`src/rtl/prw_map.vh`:
```
// Constants for the paged RAM window bus glue.
`ifndef PRW_MAP_VH
`define PRW_MAP_VH
`define PRW_PAGE_ADDR 16'h2220
`define PRW_HI_LSB 8
`define PRW_LO_LSB 0
`define PRW_PAGE_W 5
`define PRW_PAGE_RST 5'h00
`define PRW_LO_WIN_BASE 20'h80000
`define PRW_HI_WIN_BASE 20'ha0000
`define PRW_WIN_SEL_LSB 17
`define PRW_PAGE_MAX_BASE 5'h0f
`define PRW_PAGE_MAX_EXP 5'h17
`define PRW_WD_TIMEOUT_NS 10000
`define PRW_CLK_PERIOD_NS 4
`endif

```
`src/rtl/prw_watchdog.v`:
```
// Bus cycle watchdog that forces ready after a quiet period.
`timescale 1ns/1ns
module prw_watchdog #(
  parameter COUNT = 2500
)(
  input wire clock_i,
  input wire rst_n_i,
  input wire cycle_start_i,
  input wire cycle_done_i,
  output reg force_ready_o
);
  reg [15:0] count_reg;
  reg pending_reg;

  // A new cycle restarts the count; expiry with a cycle pending ends it.
  always @(posedge clock_i)
  begin
    if (!rst_n_i)
    begin
      count_reg <= 16'h0000;
      pending_reg <= 1'b0;
      force_ready_o <= 1'b0;
    end
    else if (cycle_start_i)
    begin
      count_reg <= 16'h0000;
      pending_reg <= 1'b1;
      force_ready_o <= 1'b0;
    end
    else if (pending_reg && (cycle_done_i || force_ready_o))
    begin
      pending_reg <= 1'b0;
      force_ready_o <= 1'b0;
    end
    else if (pending_reg)
    begin
      count_reg <= count_reg + 16'h0001;
      force_ready_o <= (count_reg == COUNT[15:0] - 16'h0001);
    end
    else
    begin
      force_ready_o <= 1'b0;
    end
  end
endmodule // prw_watchdog

```
`src/rtl/prw_glue.v`:
```
// Paged RAM window glue: page register, address mapping, watchdog, interrupt and DMA routing.
`timescale 1ns/1ns
`include "prw_map.vh"
module prw_glue #(
  parameter WD_COUNT = `PRW_WD_TIMEOUT_NS / `PRW_CLK_PERIOD_NS
)(
  input wire clock_i,
  input wire rst_n_i,
  // Host local bus.
  input wire [19:0] bus_addr_i,
  input wire io_cycle_i,
  input wire mem_cycle_i,
  input wire bus_start_i,
  input wire wr_i,
  input wire rd_i,
  input wire [15:0] wdata_i,
  input wire dev_ready_i,
  output reg [15:0] rdata_o,
  output reg ready_o,
  // Paged RAM.
  input wire ram_expansion_present_n_i,
  output reg [20:0] paged_addr_o,
  output reg paged_sel_o,
  output reg ram_expansion_present_n_o,
  // Interrupt and DMA sources.
  input wire serial_controller_irq_i,
  input wire option_irq0_i,
  input wire coax_fifo_irq_i,
  input wire panel_irq_i,
  input wire floppy_controller_irq_i,
  input wire option_irq3_i,
  input wire option_nmi_i,
  input wire int0_ack_i,
  input wire serial_controller_drq_i,
  input wire floppy_controller_drq_i,
  input wire option_drq0_i,
  input wire option_drq1_i,
  output reg int0_o,
  output reg int1_o,
  output reg int2_o,
  output reg int3_o,
  output reg nmi_o,
  output reg drq0_o,
  output reg drq1_o
);
  // ***********************************************
  // Page register
  // ***********************************************
  reg [4:0] high_window_page_reg;
  reg [4:0] low_window_page_reg;
  wire page_hit;
  wire force_ready;

  assign page_hit = io_cycle_i && (bus_addr_i[15:0] == `PRW_PAGE_ADDR);

  always @(posedge clock_i)
  begin
    if (!rst_n_i)
    begin
      high_window_page_reg <= `PRW_PAGE_RST;
      low_window_page_reg <= `PRW_PAGE_RST;
    end
    else if (page_hit && wr_i)
    begin
      high_window_page_reg <= wdata_i[`PRW_HI_LSB+4:`PRW_HI_LSB];
      low_window_page_reg <= wdata_i[`PRW_LO_LSB+4:`PRW_LO_LSB];
    end
  end

  // ***********************************************
  // Window mapping
  // ***********************************************
  reg [4:0] page_sel;
  reg [4:0] page_max;
  reg [5:0] blk;
  reg [4:0] blk_wrap;
  reg in_win;

  always @*
  begin
    in_win = mem_cycle_i && (bus_addr_i[19:18] == 2'b10);
    page_sel = bus_addr_i[`PRW_WIN_SEL_LSB] ? high_window_page_reg : low_window_page_reg;
    page_max = ram_expansion_present_n_i ? `PRW_PAGE_MAX_BASE : `PRW_PAGE_MAX_EXP;
    blk = {1'b0, page_sel} + {5'h00, bus_addr_i[16]};
    if (blk > {1'b0, page_max})
      blk_wrap = 5'h00;
    else
      blk_wrap = blk[4:0];
  end

  // ***********************************************
  // Next values for the bus answers
  // ***********************************************
  wire [15:0] rdata_next;
  wire [20:0] paged_addr_next;
  wire paged_sel_next;
  wire ready_next;
  wire ram_expansion_present_n_next;

  // Only a read of the page register drives data; the unused bits read as zero.
  assign rdata_next = (page_hit && rd_i) ?
    {3'h0, high_window_page_reg, 3'h0, low_window_page_reg} : 16'h0000;
  assign paged_addr_next = {blk_wrap, bus_addr_i[15:0]};
  assign paged_sel_next = in_win;
  // Window accesses end at once; other cycles wait for the device or the watchdog.
  assign ready_next = dev_ready_i || force_ready ||
    (in_win && (rd_i || wr_i));
  assign ram_expansion_present_n_next = ram_expansion_present_n_i;

  // ***********************************************
  // Next values for interrupt and DMA routing
  // ***********************************************
  wire int0_next;
  wire int1_next;
  wire int2_next;
  wire int3_next;
  wire nmi_next;
  wire drq0_next;
  wire drq1_next;

  // Requests are level signals, so they are only merged and registered.
  assign int0_next = serial_controller_irq_i || option_irq0_i;
  assign int1_next = coax_fifo_irq_i;
  assign int2_next = int0_ack_i;
  assign int3_next = panel_irq_i || floppy_controller_irq_i || option_irq3_i;
  assign nmi_next = option_nmi_i;
  assign drq0_next = serial_controller_drq_i || option_drq0_i;
  assign drq1_next = floppy_controller_drq_i || option_drq1_i;

  // ***********************************************
  // Bus answers
  // ***********************************************
  always @(posedge clock_i)
  begin
    if (!rst_n_i)
    begin
      rdata_o <= 16'h0000;
      ready_o <= 1'b0;
      paged_addr_o <= 21'h00000;
      paged_sel_o <= 1'b0;
      ram_expansion_present_n_o <= 1'b1;
    end
    else
    begin
      rdata_o <= rdata_next;
      paged_addr_o <= paged_addr_next;
      paged_sel_o <= paged_sel_next;
      ready_o <= ready_next;
      ram_expansion_present_n_o <= ram_expansion_present_n_next;
    end
  end

  // ***********************************************
  // Interrupt and DMA routing
  // ***********************************************
  always @(posedge clock_i)
  begin
    if (!rst_n_i)
    begin
      int0_o <= 1'b0;
      int1_o <= 1'b0;
      int2_o <= 1'b0;
      int3_o <= 1'b0;
      nmi_o <= 1'b0;
      drq0_o <= 1'b0;
      drq1_o <= 1'b0;
    end
    else
    begin
      int0_o <= int0_next;
      int1_o <= int1_next;
      int2_o <= int2_next;
      int3_o <= int3_next;
      nmi_o <= nmi_next;
      drq0_o <= drq0_next;
      drq1_o <= drq1_next;
    end
  end

  // ***********************************************
  // Bus watchdog
  // ***********************************************

  // The timeout is kept well below the 15.2 us refresh interval.
  prw_watchdog #(
    .COUNT(WD_COUNT)
  ) u_wd (
    .clock_i(clock_i),
    .rst_n_i(rst_n_i),
    .cycle_start_i(bus_start_i),
    .cycle_done_i(dev_ready_i),
    .force_ready_o(force_ready)
  );
endmodule // prw_glue

```
`config.mk`:
```
export PLATFORM = sky130hd
export DESIGN_NAME = prw_glue
export DESIGN_NICKNAME = d
export VERILOG_FILES = /design/src/rtl/prw_watchdog.v /design/src/rtl/prw_glue.v
export VERILOG_INCLUDE_DIRS = /design/src /design/src/rtl
export SDC_FILE = /design/constraint.sdc
export NUM_CORES = 1
export LEC_CHECK = 0
export BUFFER_PORTS_ARGS = -buffer_cell sky130_fd_sc_hd__clkbuf_2
export CAP_MARGIN = 10
export CORE_UTILIZATION = 43
export DETAILED_ROUTE_END_ITERATION = 16
export PLACE_DENSITY = 0.75
export SETUP_SLACK_MARGIN = 0.3
export SYNTH_ARGS = -nofsm -noshare
export SYNTH_HDL_FRONTEND = slang
export SYNTH_SLANG_ARGS = --single-unit
```
`constraint.sdc`:
```
create_clock -name clock_i -period 2.9 [get_ports clock_i]
set_clock_uncertainty 0.1 [all_clocks]
set_input_delay 0.58 -clock clock_i [delete_from_list [all_inputs] [get_ports clock_i]]
set_output_delay 0.58 -clock clock_i [all_outputs]
set_load 0.005 [all_outputs]
```
==> out/qor.txt <==
Length of routed wiring on met1: 2406 um
Cells after Synth: 271
Post-synth top cells: dfxtp_1, and2_1, nor2_1, nand3_1, a21oi_1
Worst path most repeated cell: ha_4
DR WL met3: 314 um
Drt first-iter violations: 101
Top Ports: 104
Share of layout cells above drive strength 1: 0.3288
Num rows: 28
Clock slew at reported path FFs: 70 ps
Vias in the first global route: 2003
P_leak: 1.520 nW
Compound-Gate Fraction of Synth Area: 0.08255
Reg area: 1381 sq um
Synth Area in Simple Gates: 0.2636
Drt pass-1 iters: 4
VDD IR-drop max: 0.0003608 V
Die Y: 80.77 um
Clk sinks: 69
DIE WIDTH: 80.77 um
WL final: 5651 um
Root buffer cell: clkbuf_8
CP arrival: 2620 ps
Cell Int Power: 1.380 mW
RD Place Congestion: 0.8316
DP Wirelength: 4184 um
GRT Total Usage: 0.1869
Global route total overflow: 0
Gate power share: 0.061
Mapped Avg Cell Area: 9.843 sq um
Final Util: 0.5668
CTS tree: done
Cell variety after synth: 45
Fin cells: 443
Tcrit/Tclk final: 0.8643
DRC viols: 0
CP delay by family, top: adder cells
Crit path required time: 3010 ps
CP cell instances: buf_2 > mux2_4 > ha_4 > ha_4 > a21boi_1 > xnor2_1 > ha_1 > and4_1 > o21a_1 > o211ai_1 > nor2b_1
Final Slew Violations: 0
XOR/XNOR Fraction of Synth Area: 0.04268
Relative slew margins: 0.5284
Top-area cell type share of the netlist area: 0.5178
Status: finished clean
Sw power: 0.4183 mW
Final setup fails: 0
Global-route wire length before repair: 9018 um
Setup_tns: 0 ps
Seq/Total Area, Yosys: 0.5178
Max frequency: 399.0 MHz
Via density: 4.959
Final nets: 425
Slowest cell delay on critical path: 330 ps
Slew @ Worst Pin: 705.9 ps
IO Port Bufs: 91
Drt wl/cell: 12.76 um
Fillers: 559
Multi-input logic area: 1225 sq um
DR vias: 2197
Post-layout worst setup margin: 393.5 ps
Ys flop type: dfxtp_1
Post-CTS Hold Buffers: 0
Die Area: 6523 sq um
Post-synth EDFFs: 0
Worst path slowest cell: mux2_4
Switching Fraction: 0.2326
CP bufs+invs: 1
Max FFs per register: 21
CP startpoint kind: input port
Number of instances in the placed design: 427
Fin crit period: 2506 ps
Yosys reg bits: 69
Synth top area cells: dfxtp_1, and2_1, nand3_1, nor2_1, xor2_1
Hold WS: 345.9 ps
Setup crit end kind: flip-flop
Min-Delay Path Class: input port to flip-flop
Multiplexer share of the synthesized area: 0.02345
Leading area contributor after synthesis: dfxtp_1
Kind of critical path: input port to flip-flop
Critical-path maximum fanout: 7
PD cells: 532.7 nW/um^2
Unrepaired setup endpoints after global routing: no
Place WS: 90.43 ps
Core area: 5956 sq um
Clock power frac: 0.397
Clock Latency Late Sink: 340 ps
Initial antenna violation count: 0
H-tree depth: 3
Post-synthesis adder-cell area fraction: 0.02345
Most frequent cell after synthesis: dfxtp_1
Initial Utilization: 0.4479
Syn. warnings: 0
Antenna violation net count after detailed routing: 0
Clock buffer depth: 2
Num CTS Buffers: 9
Mapped cell area: 2668 sq um
Final hold vios: 0
Diode count: 0
Metal2 WL: 2833 um
Top Layer Used: met4
Layout Area Growth over Synthesis: 26.55%
Combinational family with the most area after synthesis: simple AND/OR/NAND/NOR gates
Max-cap violations: 0
Pin count of the biggest net entering global routing: 22
Reg power frac: 0.542
Async S/R FF share, synth: 0
==> repair_timing <==
item,4_1_cts,5_1_grt
setup endpoints to repair,0,4
gates resized for setup,0,3
buffers inserted,0,0
==> per-layer routing <==
layer,track usage,vias to the layer above
li1,-,1110
met1,0.2098,1010
met2,0.3229,67
met3,0.06966,10
met4,0.06786,0
met5,0,-
==> layout by cell type (no fill, tap or decap), types with 3 or more instances in the layout <==
cell type / synthesis / layout
clkbuf_8: 0 / 11
and3_1: 3 / 3
nor3_1: 3 / 3
a21oi_1: 14 / 13
clkbuf_2: 0 / 90
ha_1: 5 / 3
inv_1: 5 / 5
and2_1: 31 / 31
o31ai_1: 3 / 3
nand3_1: 17 / 17
xor2_1: 9 / 9
dfxtp_1: 69 / 69
o21ai_0: 12 / 12
nor2_1: 22 / 22
nor4_1: 4 / 4
and4_1: 3 / 3
nand2_1: 8 / 8
clkinvlp_4: 0 / 4
mux2i_1: 4 / 4
nor4b_1: 3 / 3
nand4_1: 6 / 6
conb_1: 1 / 6
or4_1: 4 / 4
xnor2_1: 4 / 3
==> through the flow <==
| step | cell area (sq um) | power (mW) |
|---|---|---|
| floorplan | 2721 | 1.045 |
| global placement | 3178 | 1.104 |
| detailed placement | 3178 | 1.106 |
| CTS | 3364 | 1.818 |
| global route | 3376 | 1.884 |
| finish | 3376 | 1.798 |
==> cells by family (layout without fill, tap and decap cells) <==
logic type	after synthesis	after routing
simple gates	118	118
other cells	1	6
fa+ha+maj	5	5
flops	69	69
xor+xnor	13	13
compound gates	37	37
mux	6	6
buf+inv	22	114
==> cell type report <==
class	count	area share
multi-input cells	185	0.3629
well taps	75	0.02780
flip-flops and latches	69	0.4092
clock buffers	11	0.04485
inverters	5	0.005560
repair buffers	93	0.1394
clock inverters	5	0.01038
==> power groups by stage <==
stage / registers (mW) / clock network, mW / logic, mW
global route: 0.977 / 0.784 / 0.123
floorplan: 0.999 / 0 / 0.0458
CTS: 0.975 / 0.732 / 0.110
global placement: 0.997 / 0 / 0.107
detailed placement: 0.997 / 0 / 0.109
finish: 0.975 / 0.714 / 0.109
==> path summary, 6_finish.rpt <==
path	to	from	slack, ps	cells past startpoint
setup / recovery	paged_addr_o[20]	bus_addr_i[17]	390	11
hold / removal	int1_o	coax_fifo_irq_i	350	2
setup reg to reg	paged_addr_o[20]	low_window_page_reg[0]	510	10
hold reg to reg	rdata_o[8]	high_window_page_reg[0]	400	1
No activity file was read; power rests on OpenSTA's default activity.
